===== src/tmr_pkg.sv =====
// Summary of operation
// [RL1] mode 0 normal, 1/5 phase-correct, 2 clear-on-compare, 3/7 fast PWM; 4,6 reserved
// [RL2] compare load immediate in modes 0,2; at TOP in 1,3,5; at BOTTOM in 7
// [RL3] counting depends only on mode; output_action only shapes the waveform outputs
// [RL4] normal mode counts up, wrapping 0xff to 0x00
// [RL5] normal mode sets overflow_flag as count becomes zero; cleared on service
// [RL6] mode 2 clears the count on match with compare_a
// [RL7] mode 2 compare_a unbuffered; a value below count is missed until wrap
// [RL8] mode 2 sets compare_a_flag each time count reaches TOP
// [RL9] mode 2 with action 1 toggles wave_out_a on each match
// [RL10] mode 2 sets overflow_flag when count goes from MAX to 0x00
// [RL11] fast PWM single slope BOTTOM to TOP; TOP 0xff in 3, compare_a in 7
// [RL12] fast PWM increments to TOP then clears next timer cycle
// [RL13] fast PWM action 2 clear on match set at BOTTOM; action 3 opposite
// [RL14] PWM action 1 toggles wave_out_a only with mode bit 2; never for channel b
// [RL15] fast PWM sets overflow_flag each time the counter reaches TOP
// [RL16] fast PWM keeps compare double buffering, also in toggle use
// [RL17] fast PWM compare BOTTOM gives spike; MAX gives constant level
// [RL18] phase-correct counts up to TOP and down to BOTTOM; TOP 0xff or compare_a
// [RL19] phase-correct non-inverting clears on up match, sets on down match
// [RL20] phase-correct holds TOP one timer cycle then reverses
// [RL21] phase-correct sets overflow_flag each time counter reaches BOTTOM
// [RL22] waveform drives the pin only while its direction is output
// [RL23] action 0 leaves output untouched and disconnects it from the pin
// [RL24] count write blocks every compare match in the next timer cycle
// [RL25] counter, matches and flags advance only on count-enable cycles
package tmr_pkg;
   localparam logic [7:0] TMR_MAX = 8'hff;
   localparam logic [7:0] TMR_BOTTOM = 8'h00;
   localparam logic [2:0] MODE_NORMAL = 3'h0;
   localparam logic [2:0] MODE_PC_FF = 3'h1;
   localparam logic [2:0] MODE_CTC = 3'h2;
   localparam logic [2:0] MODE_FAST_FF = 3'h3;
   localparam logic [2:0] MODE_PC_A = 3'h5;
   localparam logic [2:0] MODE_FAST_A = 3'h7;
   // register byte addresses
   localparam logic [3:0] ADDR_CTRL = 4'h0;
   localparam logic [3:0] ADDR_COUNT = 4'h4;
   localparam logic [3:0] ADDR_CMP_A = 4'h8;
   localparam logic [3:0] ADDR_CMP_B = 4'hc;
   localparam logic [3:0] ADDR_FLAGS = 4'h0;
   // control and flag field positions
   localparam int CTRL_MODE_LSB = 0;
   localparam int CTRL_ACT_A_LSB = 4;
   localparam int CTRL_ACT_B_LSB = 6;
   localparam int CTRL_DIR_A_BIT = 8;
   localparam int CTRL_DIR_B_BIT = 9;
   localparam int FLG_OVF_BIT = 0;
   localparam int FLG_CMPA_BIT = 1;
   localparam int FLG_CMPB_BIT = 2;
   localparam logic [31:0] CTRL_RESET = 32'h0000_0000;

   typedef struct packed {
      logic [1:0] act_b;
      logic [1:0] act_a;
      logic [2:0] mode;
      logic dir_b;
      logic dir_a;
   } tmr_ctrl_s;

   typedef struct packed {
      logic a_out;
      logic a_oe;
      logic b_out;
      logic b_oe;
   } tmr_pins_s;
endpackage


===== src/tmr_core.sv =====
// Added by the designer: the register addresses and the Avalon-MM interface to the registers.
`timescale 1ns/1ps
`default_nettype none
// Registers (word address bits [3:2] in avs_address[3:0]):
// 0x0 ctrl: [2:0] mode_select, [5:4] output_action a, [7:6] output_action b,
//     [8] direction a, [9] direction b
// 0x4 count_value, 0x8 compare_a, 0xc compare_b (buffer when double buffered)
// flags at 0x10: bit0 overflow, bit1 compare_a, bit2 compare_b; write 1 clears
module tmr_core
   import tmr_pkg::*;
(
   input wire logic sys_clk,
   input wire logic rst_n,
   input wire logic clk_en,
   input wire logic count_en,
   input wire logic [4:0] avs_address,
   input wire logic avs_read,
   input wire logic avs_write,
   input wire logic [31:0] avs_writedata,
   input wire logic [3:0] avs_byteenable,
   output logic [31:0] avs_readdata,
   output logic avs_waitrequest,
   output logic ovf_service,
   input wire logic ovf_ack,
   output logic cmpa_pending,
   output tmr_pins_s pins
);
   tmr_ctrl_s ctrl;
   logic [7:0] count_value;
   logic [7:0] compare_a;
   logic [7:0] compare_b;
   logic [7:0] buf_a;
   logic [7:0] buf_b;
   logic count_down;
   logic block_next;
   logic overflow_flag;
   logic compare_a_flag;
   logic compare_b_flag;
   logic wave_out_a;
   logic wave_out_b;
   logic rd_done;
   logic [7:0] top;
   logic [7:0] next_count;
   logic next_down;
   logic is_pwm;
   logic is_fast;
   logic is_pc;
   logic ovf_evt;
   logic match_a;
   logic match_b;
   logic at_bottom;
   logic immediate;
   logic load_now;
   logic wr_ctrl;
   logic wr_count;
   logic wr_cmp_a;
   logic wr_cmp_b;
   logic wr_flags;
   logic tick;

   function automatic logic sel(input logic [4:0] a, input logic [3:0] off);
      sel = (a[4] == 1'b0) && (a[3:0] == off);
   endfunction

   // reads take two cycles so read data comes from a flop; writes go at once
   // while the clock enable is low nothing can be taken, so every request waits
   assign avs_waitrequest = ~clk_en | (avs_read & ~rd_done);
   assign wr_ctrl = clk_en & avs_write & sel(avs_address, ADDR_CTRL) & avs_byteenable[0];
   assign wr_count = clk_en & avs_write & sel(avs_address, ADDR_COUNT) & avs_byteenable[0];
   assign wr_cmp_a = clk_en & avs_write & sel(avs_address, ADDR_CMP_A) & avs_byteenable[0];
   assign wr_cmp_b = clk_en & avs_write & sel(avs_address, ADDR_CMP_B) & avs_byteenable[0];
   assign wr_flags = clk_en & avs_write & avs_address[4] & avs_byteenable[0];
   assign tick = clk_en & count_en; // [RL25]

   always_comb begin
      is_fast = (ctrl.mode == MODE_FAST_FF) || (ctrl.mode == MODE_FAST_A);
      is_pc = (ctrl.mode == MODE_PC_FF) || (ctrl.mode == MODE_PC_A);
      is_pwm = is_fast | is_pc;
      // [RL1] TOP source by mode
      if (ctrl.mode == MODE_CTC || ctrl.mode == MODE_PC_A || ctrl.mode == MODE_FAST_A) begin
         top = compare_a;
      end else begin
         top = TMR_MAX;
      end
      immediate = (ctrl.mode == MODE_NORMAL) || (ctrl.mode == MODE_CTC) ||
                  (ctrl.mode[2] & ~ctrl.mode[0]); // [RL2]
   end

   // counting sequence, chosen by mode only [RL3]
   always_comb begin
      next_down = count_down;
      next_count = count_value + 8'h01; // [RL4] wraps past 0xff
      ovf_evt = 1'b0;
      load_now = 1'b0;
      if (is_fast) begin
         if (count_value == top) begin
            next_count = TMR_BOTTOM; // [RL11] [RL12]
            ovf_evt = 1'b1; // [RL15]
            load_now = (ctrl.mode == MODE_FAST_FF); // [RL2] load at TOP
         end
         if (ctrl.mode == MODE_FAST_A && count_value == TMR_BOTTOM) begin
            load_now = 1'b1; // [RL2] load at BOTTOM
         end
      end else if (is_pc) begin
         if (count_value == top) begin
            next_down = 1'b1; // [RL20] top held for this one cycle
            next_count = count_value - 8'h01; // [RL18]
            load_now = 1'b1; // [RL2]
         end else if (count_down) begin
            if (count_value == TMR_BOTTOM) begin
               next_down = 1'b0;
               next_count = 8'h01;
            end else begin
               next_count = count_value - 8'h01; // [RL18]
            end
         end
         ovf_evt = count_down && count_value == 8'h01; // [RL21] reaching bottom
      end else if (ctrl.mode == MODE_CTC) begin
         // a match blocked by a count write also skips the clear [RL24]
         if (match_a) begin
            next_count = TMR_BOTTOM; // [RL6] a missed low value runs to wrap [RL7]
         end
         ovf_evt = count_value == TMR_MAX; // [RL10]
      end else begin
         ovf_evt = count_value == TMR_MAX; // [RL5]
      end
   end

   assign at_bottom = count_value == TMR_BOTTOM;
   assign match_a = ~block_next & (count_value == compare_a); // [RL24]
   assign match_b = ~block_next & (count_value == compare_b); // [RL24]

   always_ff @(posedge sys_clk) begin
      if (!rst_n) begin
         count_value <= TMR_BOTTOM;
         count_down <= 1'b0;
      end else if (wr_count) begin
         count_value <= avs_writedata[7:0];
      end else if (tick) begin
         count_value <= next_count;
         count_down <= is_pc ? next_down : 1'b0;
      end
   end

   // count write blocks matches of the next timer cycle, even if stopped
   always_ff @(posedge sys_clk) begin
      if (!rst_n) begin
         block_next <= 1'b0;
      end else if (wr_count) begin
         block_next <= 1'b1; // [RL24]
      end else if (tick) begin
         block_next <= 1'b0;
      end
   end

   always_ff @(posedge sys_clk) begin
      if (!rst_n) begin
         ctrl <= tmr_ctrl_s'(CTRL_RESET[8:0]);
      end else if (wr_ctrl) begin
         ctrl.mode <= avs_writedata[CTRL_MODE_LSB +: 3];
         ctrl.act_a <= avs_writedata[CTRL_ACT_A_LSB +: 2];
         ctrl.act_b <= avs_writedata[CTRL_ACT_B_LSB +: 2];
         ctrl.dir_a <= avs_writedata[CTRL_DIR_A_BIT];
         ctrl.dir_b <= avs_writedata[CTRL_DIR_B_BIT];
      end
   end

   // software writes the buffer; compare copies it per mode [RL16]
   always_ff @(posedge sys_clk) begin
      if (!rst_n) begin
         buf_a <= TMR_BOTTOM;
         buf_b <= TMR_BOTTOM;
         compare_a <= TMR_BOTTOM;
         compare_b <= TMR_BOTTOM;
      end else begin
         if (wr_cmp_a) begin
            buf_a <= avs_writedata[7:0];
         end
         if (wr_cmp_b) begin
            buf_b <= avs_writedata[7:0];
         end
         if (immediate) begin
            compare_a <= wr_cmp_a ? avs_writedata[7:0] : buf_a; // [RL2] [RL7]
            compare_b <= wr_cmp_b ? avs_writedata[7:0] : buf_b;
         end else if (tick && load_now) begin
            compare_a <= buf_a; // [RL2]
            compare_b <= buf_b;
         end
      end
   end

   // set wins over a same-cycle clear
   always_ff @(posedge sys_clk) begin
      if (!rst_n) begin
         overflow_flag <= 1'b0;
         compare_a_flag <= 1'b0;
         compare_b_flag <= 1'b0;
      end else if (clk_en) begin
         if (tick && ovf_evt) begin
            overflow_flag <= 1'b1; // [RL5] [RL10] [RL15] [RL21]
         end else if (ovf_ack || (wr_flags && avs_writedata[FLG_OVF_BIT])) begin
            overflow_flag <= 1'b0; // [RL5]
         end
         if (tick && match_a) begin
            compare_a_flag <= 1'b1; // [RL8]
         end else if (wr_flags && avs_writedata[FLG_CMPA_BIT]) begin
            compare_a_flag <= 1'b0;
         end
         if (tick && match_b) begin
            compare_b_flag <= 1'b1;
         end else if (wr_flags && avs_writedata[FLG_CMPB_BIT]) begin
            compare_b_flag <= 1'b0;
         end
      end
   end

   // waveform registers; action 0 leaves them alone [RL23] [RL3]
   always_ff @(posedge sys_clk) begin
      if (!rst_n) begin
         wave_out_a <= 1'b0;
         wave_out_b <= 1'b0;
      end else if (tick) begin
         if (!is_pwm) begin
            if (match_a) begin
               case (ctrl.act_a)
                  2'h1: wave_out_a <= ~wave_out_a; // [RL9]
                  2'h2: wave_out_a <= 1'b0;
                  2'h3: wave_out_a <= 1'b1;
                  default: wave_out_a <= wave_out_a;
               endcase
            end
            if (match_b) begin
               case (ctrl.act_b)
                  2'h1: wave_out_b <= ~wave_out_b;
                  2'h2: wave_out_b <= 1'b0;
                  2'h3: wave_out_b <= 1'b1;
                  default: wave_out_b <= wave_out_b;
               endcase
            end
         end else if (is_fast) begin
            // with action 2 or 3 a match at TOP is ignored; the BOTTOM action covers it [RL17]
            if (ctrl.act_a[1] && count_value == top) begin
               wave_out_a <= ~ctrl.act_a[0]; // [RL13]
            end else if (ctrl.act_a[1] && match_a) begin
               wave_out_a <= ctrl.act_a[0]; // [RL13]
            end else if (ctrl.act_a == 2'h1 && ctrl.mode[2] && match_a) begin
               wave_out_a <= ~wave_out_a; // [RL14]
            end
            if (ctrl.act_b[1] && count_value == top) begin
               wave_out_b <= ~ctrl.act_b[0]; // [RL13]
            end else if (ctrl.act_b[1] && match_b) begin
               wave_out_b <= ctrl.act_b[0]; // [RL13] [RL14]
            end
         end else begin
            if (ctrl.act_a[1] && match_a) begin
               wave_out_a <= ctrl.act_a[0] ^ count_down; // [RL19]
            end else if (ctrl.act_a == 2'h1 && ctrl.mode[2] && match_a) begin
               wave_out_a <= ~wave_out_a; // [RL14]
            end
            if (ctrl.act_b[1] && match_b) begin
               wave_out_b <= ctrl.act_b[0] ^ count_down; // [RL19]
            end
         end
      end
   end

   // pin drive needs a connected channel and output direction [RL22] [RL23]
   always_comb begin
      pins.a_out = wave_out_a;
      pins.b_out = wave_out_b;
      pins.a_oe = ctrl.dir_a & (ctrl.act_a != 2'h0) &
                  ~(is_pwm & ctrl.act_a == 2'h1 & ~ctrl.mode[2]);
      pins.b_oe = ctrl.dir_b & (ctrl.act_b != 2'h0) & ~(is_pwm & ctrl.act_b == 2'h1);
   end

   assign ovf_service = overflow_flag;
   assign cmpa_pending = compare_a_flag;

   always_ff @(posedge sys_clk) begin
      if (!rst_n) begin
         rd_done <= 1'b0;
         avs_readdata <= 32'h0000_0000;
      end else if (clk_en) begin
         rd_done <= avs_read & ~rd_done;
         if (avs_read && !rd_done) begin
            if (avs_address[4]) begin
               avs_readdata <= {29'h0, compare_b_flag, compare_a_flag, overflow_flag};
            end else if (sel(avs_address, ADDR_CTRL)) begin
               avs_readdata <= {22'h0, ctrl.dir_b, ctrl.dir_a, ctrl.act_b, ctrl.act_a,
                                1'b0, ctrl.mode};
            end else if (sel(avs_address, ADDR_COUNT)) begin
               avs_readdata <= {24'h0, count_value};
            end else if (sel(avs_address, ADDR_CMP_A)) begin
               avs_readdata <= {24'h0, immediate ? compare_a : buf_a};
            end else if (sel(avs_address, ADDR_CMP_B)) begin
               avs_readdata <= {24'h0, immediate ? compare_b : buf_b};
            end else begin
               avs_readdata <= 32'h0000_0000;
            end
         end
      end
   end

   chk_normal_wrap: assert property (@(posedge sys_clk) disable iff (!rst_n)
      tick && !wr_count && ctrl.mode == MODE_NORMAL && count_value == TMR_MAX
      |=> count_value == TMR_BOTTOM && overflow_flag) // [RL4]
      else $error("normal mode did not wrap with overflow");
   chk_ctc_clear: assert property (@(posedge sys_clk) disable iff (!rst_n)
      tick && !wr_count && ctrl.mode == MODE_CTC && match_a
      |=> count_value == TMR_BOTTOM) // [RL6]
      else $error("ctc did not clear on match");
   chk_ctc_flag: assert property (@(posedge sys_clk) disable iff (!rst_n)
      tick && ctrl.mode == MODE_CTC && match_a |=> compare_a_flag) // [RL8]
      else $error("compare flag not set at top");
   chk_fast_top: assert property (@(posedge sys_clk) disable iff (!rst_n)
      tick && !wr_count && is_fast && count_value == top
      |=> count_value == TMR_BOTTOM && overflow_flag) // [RL12]
      else $error("fast pwm did not restart at bottom");
   chk_pc_reverse: assert property (@(posedge sys_clk) disable iff (!rst_n)
      tick && !wr_count && is_pc && count_value == top && top != TMR_BOTTOM
      |=> count_down && count_value == $past(count_value) - 8'h01) // [RL20]
      else $error("phase correct did not reverse at top");
   chk_block_match: assert property (@(posedge sys_clk) disable iff (!rst_n)
      tick && block_next && !compare_a_flag |=> !compare_a_flag) // [RL24]
      else $error("match not blocked after count write");
   chk_pin_dir: assert property (@(posedge sys_clk) disable iff (!rst_n)
      !ctrl.dir_a || ctrl.act_a == 2'h0 |-> !pins.a_oe) // [RL22]
      else $error("pin driven without direction");
   chk_fast_set: assert property (@(posedge sys_clk) disable iff (!rst_n)
      tick && !wr_ctrl && is_fast && ctrl.act_a == 2'h2 && count_value == top
      |=> wave_out_a) // [RL13]
      else $error("non-inverting output not set at bottom");
   chk_frozen: assert property (@(posedge sys_clk) disable iff (!rst_n)
      !tick && !wr_count |=> $stable(count_value)) // [RL25]
      else $error("counter moved without enable");
   chk_normal_up: assert property (@(posedge sys_clk) disable iff (!rst_n)
      tick && !wr_count && ctrl.mode == MODE_NORMAL
      |=> count_value == $past(count_value) + 8'h01) // [RL4]
      else $error("normal mode did not count up");
   chk_ctc_ovf: assert property (@(posedge sys_clk) disable iff (!rst_n)
      tick && !wr_count && ctrl.mode == MODE_CTC && count_value == TMR_MAX
      |=> overflow_flag) // [RL10]
      else $error("ctc overflow missing at max");
   chk_ctc_toggle: assert property (@(posedge sys_clk) disable iff (!rst_n)
      tick && !is_pwm && match_a && ctrl.act_a == 2'h1
      |=> wave_out_a != $past(wave_out_a)) // [RL9]
      else $error("output a did not toggle on match");
   chk_pc_bottom: assert property (@(posedge sys_clk) disable iff (!rst_n)
      tick && !wr_count && is_pc && count_down && count_value == 8'h01
      |=> count_value == TMR_BOTTOM && overflow_flag) // [RL21]
      else $error("phase correct overflow missing at bottom");
   chk_pc_turn_up: assert property (@(posedge sys_clk) disable iff (!rst_n)
      tick && !wr_count && is_pc && count_down && count_value == TMR_BOTTOM &&
      top != TMR_BOTTOM |=> !count_down && count_value == 8'h01) // [RL18]
      else $error("phase correct did not turn up at bottom");
   chk_b_no_toggle: assert property (@(posedge sys_clk) disable iff (!rst_n)
      tick && is_pwm && ctrl.act_b == 2'h1 |=> $stable(wave_out_b)) // [RL14]
      else $error("output b changed with reserved action");
   chk_wave_hold: assert property (@(posedge sys_clk) disable iff (!rst_n)
      tick && ctrl.act_a == 2'h0 |=> $stable(wave_out_a)) // [RL23]
      else $error("output a changed with action 0");
   chk_fast_a_load: assert property (@(posedge sys_clk) disable iff (!rst_n)
      tick && ctrl.mode == MODE_FAST_A && count_value == TMR_BOTTOM
      |=> compare_a == $past(buf_a)) // [RL2]
      else $error("compare not loaded at bottom");
endmodule
`default_nettype wire


===== config.mk =====
export PLATFORM = sky130hd
export DESIGN_NAME = tmr_core
export DESIGN_NICKNAME = d
export VERILOG_FILES = /design/src/tmr_pkg.sv /design/src/tmr_core.sv
export SDC_FILE = /design/constraint.sdc
export NUM_CORES = 1
export LEC_CHECK = 0
export ABC_CLOCK_PERIOD_IN_PS = 2800
export BUFFER_PORTS_ARGS = -buffer_cell sky130_fd_sc_hd__buf_2
export CAP_MARGIN = 20
export CORE_MARGIN = 2
export CORE_UTILIZATION = 35
export DETAILED_ROUTE_END_ITERATION = 12
export GPL_TIMING_DRIVEN = 1
export PLACE_DENSITY = 0.53
export SYNTH_ARGS = -nofsm -noshare
export SYNTH_HDL_FRONTEND = slang
export SYNTH_SLANG_ARGS = --single-unit

===== constraint.sdc =====
create_clock -name sys_clk -period 2.8 [get_ports sys_clk]
set_input_delay 0.7 -clock sys_clk [delete_from_list [all_inputs] [get_ports sys_clk]]
set_output_delay 0.7 -clock sys_clk [all_outputs]
set_load 0.1 [all_outputs]

* Word-level counts from Yosys, hierarchy flattened
Cells that the tools add are included.
** Word-level totals
- Register bits after elaboration :: 89
- Input bits :: 48
- Logic and storage cells :: 191
** Cells by class
- $add $sub $neg :: 2
- Equal/unequal tests :: 22
- Multiplexer cells :: 59
- Bitwise gates (word level) :: 40
- Reductions and logical operators :: 49
** Operator list (number)
- $mux W8 :: 22
- $mux W1 :: 33
- $eq A8 B8 Y1 :: 3
- $and A1 B1 Y1 :: 23
- $logic_and A1 B1 Y1 :: 20
- $mux W10 :: 2
- $reduce_bool A2 Y1 :: 9
- $not A1 Y1 :: 13
- $add A8 B1 Y8 const B :: 1
- $eq A2 B2 Y1 const B :: 4
- $eq A4 B4 Y1 const B :: 2
- $eq A8 B1 Y1 const B :: 1
- $eq A8 B8 Y1 const B :: 1
- $logic_not A8 Y1 :: 1
- $reduce_and A2 Y1 :: 4
- $reduce_bool A4 Y1 :: 2
- $sub A8 B1 Y8 const B :: 1
- $logic_or A1 B1 Y1 :: 7
- $eq A3 B2 Y1 const B :: 2
- $eq A3 B3 Y1 const B :: 2
- $ne A3 B1 Y1 const B :: 2
- $pmux W1 S3 :: 2
- $reduce_and A3 Y1 :: 2
- $reduce_and A5 Y1 :: 1
- other kinds (9) :: 12

* Longest topological paths before layout
- Depth after elaboration :: 11
- Gate-level depth with buffers :: 10
- Gate-level depth less buffers :: 9

* Worst setup path before layout
No wires, ideal clock.
- Kind :: input to output
- From :: in avs_read
- To :: out avs_waitrequest
- Arrival :: 2.822 ns
- Path slack :: -0.722 ns
- Cell stages on the path :: 2
- Cells stage by stage :: inv_1 -> o21ai_0
** On the way
- Word-level cells in the longest chain between the ends :: 2
** Ends and longest elaborated chain
- start: declaration :: line tmr_core.sv:17 : input wire logic avs_read,
- $and A1 B1 Y1 :: line tmr_core.sv:67 : assign avs_waitrequest = ~clk_en | (avs_read & ~rd_done);
- $or A1 B1 Y1 :: line tmr_core.sv:67
- end: declaration :: line tmr_core.sv:22 : output logic avs_waitrequest,
No other way between the ends.

* Final worst setup path
- From :: reg count_value[4]
- To :: reg count_value[6]
** On the way
- Word-level cells in the longest chain between the ends :: 8
** Ends and longest elaborated chain
- start: declaration :: line tmr_core.sv:29 : logic [7:0] count_value;
- start signal: assignment :: line tmr_core.sv:138 : count_value <= avs_writedata[7:0];
- start signal: assignment :: line tmr_core.sv:140 : count_value <= next_count;
- $sub A8 B1 Y8 (tied with other cells) :: line tmr_core.sv:107, tmr_core.sv:114
- $mux W8 / $and A1 B1 Y1 (equally long branches) :: line tmr_core.sv:110, tmr_core.sv:130
- $mux W8 (on tied branches) :: line tmr_core.sv:109, tmr_core.sv:120
- $mux W8 (on tied branches) :: line tmr_core.sv:105, tmr_core.sv:118
- $mux W8 :: line tmr_core.sv:104 : end else if (is_pc) begin
- $mux W8 (*) :: line tmr_core.sv:95 : if (is_fast) begin
- $mux W8 (*) :: line tmr_core.sv:139 : end else if (tick) begin
- $mux W8 (*) :: line tmr_core.sv:137 : end else if (wr_count) begin
Mark *: on every way between the ends. The rest lies on a longest branch, timed or not. The select of a mux whose other input is x is not followed.
A chain may end at the register's enable or synchronous reset.

==> reports/metrics.cfg <==
[logic_synthesis]
ys_seq_area_share_pct=31.9
ys_top_cells_by_area=dfxtp_1 (32%), mux2i_1 (9.3%), nor2_1 (7.7%), buf_4 (5.0%), nand2_1 (3.8%)
yosysWarningCount=0
synth_area_um2=4210
synth.ff_latch_count=67
synthCells=522
async_reset_ff_share_pct=0
synth_area_per_cell_um2=8.06
synth_ff_type=dfxtp_1
yosys.area.top_type=dfxtp_1
synth_top_area_share_pct=31.9
synth_cell_type_count=60
synth_edf_count=0

[placed_design]
gp_congestion=0.911
dp_hpwl_um=9240
port_buffers=39
dpl_worst_slack_ps=320

[setup_path]
critPathCaptureType=flop
cp.arrival_ps=2760
worstReg2RegEnd=count_value[6]$_SDFFE_PN0P_
crit_path_max_incr_delay_ps=540
reg2reg_depth=8
rrSetupSlack_ps=250
crit_path_top_delay_cell=dfxtp_1
critPathKind=flop to flop
worst-endpoint-required_ps=3010
startpoint_type=flop
path_cells=nor2b_1, a2111oi_4, nand3b_1, o41ai_1, a21o_1, nor2_1, a211oi_1, a21oi_1
timing.rr.start=count_value[4]$_SDFFE_PN0P_
crit_fanout=12

[grt]
grt_start_max_net_pins=43
grt_pass1_wl_um=19800
grt.total_usage_pct=19.8
antenna_found_initial=0
gr-total-overflow=0
grt_pass1_vias=3635

[status]
outcome=completed

[timing]
fin_tns_setup_ps=0
fin_ws_ps=252
rsz0062_at_grt=false
setup_viol=0
tightest_slew_ps=525
fin_skew_ps=9.63
layout_min_cycle_time_ps=2550
hold_viol=0
final.period_utilization_pct=91.0
finalMaxSlewViolations=0
max_freq_ghz=0.393
relSlewSlack_pct=64.7

[pwr]
power.switching_mw=0.827
p_total_mw=2.66
combinationalPowerShare_pct=15.5
powerDensity_nw_per_um2=550
p_seq_share_pct=37.1
irDropWorstVdd_mv=0.293
p_leak_nw=1.89
switching_share_pct=31.0
cellInternalPower_mw=1.84
p_clk_share_pct=47.4

[clock_tree]
cts_root_buffer=clkbuf_16
cts_htree_levels=3
clkSlewWorstSetupHoldPaths_ps=60
cts_setup_buffers=0
cts_made_buffers=9
cts_tree=done
ctsHoldBuffers=0
clock_path_buffers=2
clk_latency_ps=340
post_cts_resized=0
cts.sinks=67

[detailed_routing]
vias_per_cell=5.54
dr.pass1.iters=5
drt-met1-wl_um=5950
met3WireLength_um=705
drc=0
detail_route.iter0.violations=254
met2_length_um=5830
top_layer_used=met4
routed_wirelength_um=12800
vias=3926
ant_nets=0
wl_per_cell_um=18.0

[finish]
nets=609
drive_gt1_share_pct=19.4
regArea_um2=1340
multi_input_area_um2=2570
area_delta_synth_final_pct=15.0
antennaDiodeCount=0
fillCellCount=1198

[die]
core-area_um2=11900
die_h_um=114
start_util_pct=35.5
io_pins=87
rows=40
dieArea_um2=12900
die_x_um=114

[min_path]
min_from=avs_readdata[8]$_SDFFE_PN0P_
min_path_cells=2
min_to=avs_readdata[8]$_SDFFE_PN0P_
hold_path.class=flop to flop

[run]
cap_viol_max_count=0

==> logic make-up after synthesis <==
logic type / share of synthesized area (%)
other cells: 0.0891
simple gates: 22.5
xor+xnor: 2.08
buf+inv: 9.01
fa+ha+maj: 1.19
mux: 10.9
compound gates: 22.3
flops: 31.9
==> cell usage in the layout, fill, tap and decap left out, types with 3 or more instances in the layout <==
| master | instances |
|---|---|
| o31ai_1 | 4 |
| nor2_1 | 86 |
| nor2b_1 | 5 |
| a31oi_1 | 7 |
| xor2_1 | 5 |
| inv_1 | 7 |
| buf_4 | 23 |
| or3_1 | 3 |
| mux2i_1 | 39 |
| a221oi_1 | 9 |
| xnor2_1 | 5 |
| a211oi_1 | 5 |
| conb_1 | 22 |
| buf_2 | 39 |
| nor4_1 | 6 |
| o211ai_1 | 5 |
| nor3_1 | 14 |
| and2_1 | 3 |
| o21ai_1 | 3 |
| a21o_1 | 4 |
| nand2b_1 | 12 |
| and3_1 | 3 |
| nor2_2 | 3 |
| a221oi_2 | 10 |
| nand4_1 | 4 |
| a22oi_1 | 3 |
| nand3b_1 | 3 |
| dfxtp_1 | 66 |
| nand2_1 | 43 |
| nand3_1 | 13 |
| o21ai_0 | 27 |
| ha_1 | 4 |
| mux4_2 | 3 |
| o221ai_1 | 5 |
| a21oi_1 | 23 |
| clkbuf_16 | 9 |
==> routing by layer <==
| metal | global-route usage [%] | vias up |
|---|---|---|
| met2 | 31.3 | 124 |
| met3 | 2.98 | 20 |
| met5 | 0 | - |
| met4 | 6.18 | 0 |
| met1 | 28.0 | 1881 |
| li1 | - | 1901 |
==> sequential cells by signal, summed over array words and instances (netlist names) <==
register and cells:
avs_readdata 10, block_next 1, buf_a 8, buf_b 8
cmpa_pending 1, compare_a 8, compare_b 8, compare_b_flag 1
count_down 1, count_value 8, ctrl 9, ovf_service 1
rd_done 1, wave_out_a 1, wave_out_b 1
==> area by class of cell <==
| class | count | share of cell area, % |
|---|---|---|
| inverter | 9 | 0.698 |
| tap | 147 | 3.80 |
| clock buffer | 9 | 4.65 |
| timing repair buffer | 63 | 8.01 |
| sequential | 67 | 27.7 |
| clock inverter | 7 | 2.04 |
| multi-input combinational | 407 | 53.1 |
==> synth_stat cells (6+ instances only) <==
cell type   n
nor3_1     14
inv_1       7
nor4_1      6
buf_4      28
nor2b_1     6
a221oi_1    9
a221oi_2   10
a21oi_1    23
dfxtp_1    67
nor2_1     86
clkbuf_1   22
nand3_1    13
mux2i_1    39
nand2b_1   12
buf_2       6
o21ai_0    28
a31oi_1     7
nand2_1    43
==> through the flow <==
step / std cells / instance area [µm²] / hold WS [ps] / utilization [%]
2_1_floorplan: 543 / 4290 / 444 / -
3_3_place_gp: 693 / 4520 / 442 / 38.1
3_5_place_dp: 693 / 4520 / 444 / 38.1
4_1_cts: 709 / 4840 / 452 / 40.8
5_1_grt: 709 / 4840 / 469 / 40.8
6_report: 709 / 4840 / 451 / 40.8
==> power by group through the flow <==
stage	logic (mW)	registers (mW)	clock network [mW]
after floorplan	0.300	1.05	0
after global placement	0.408	1.01	0
after detailed placement	0.409	1.01	0
after CTS	0.410	0.989	1.28
after global routing	0.436	0.991	1.31
final	0.412	0.990	1.26
==> worst max path at each step <==
stage	start	endpoint	slack [ps]	cells past startpoint
finish	count_value[4]$_SDFFE_PN0P_	count_value[6]$_SDFFE_PN0P_	250	8
global route	count_value[3]$_SDFFE_PN0P_	count_value[6]$_SDFFE_PN0P_	90	8
CTS	ctrl[4]$_SDFFE_PN0P_	pins[2]	310	5
detailed placement	count_value[4]$_SDFFE_PN0P_	count_value[4]$_SDFFE_PN0P_	320	8
global placement	count_value[6]$_SDFFE_PN0P_	count_value[3]$_SDFFE_PN0P_	360	8
floorplan	avs_read	avs_waitrequest	30	2
==> critical path, delay by kind of cell, from the launching register on <==
kind | cells | cell delay (ps)
AO/OA/AOI/OAI | 5 | 1440
AND/OR/NAND/NOR | 3 | 440
flip-flops | 1 | 540
No activity file was read; power rests on OpenSTA's default activity.
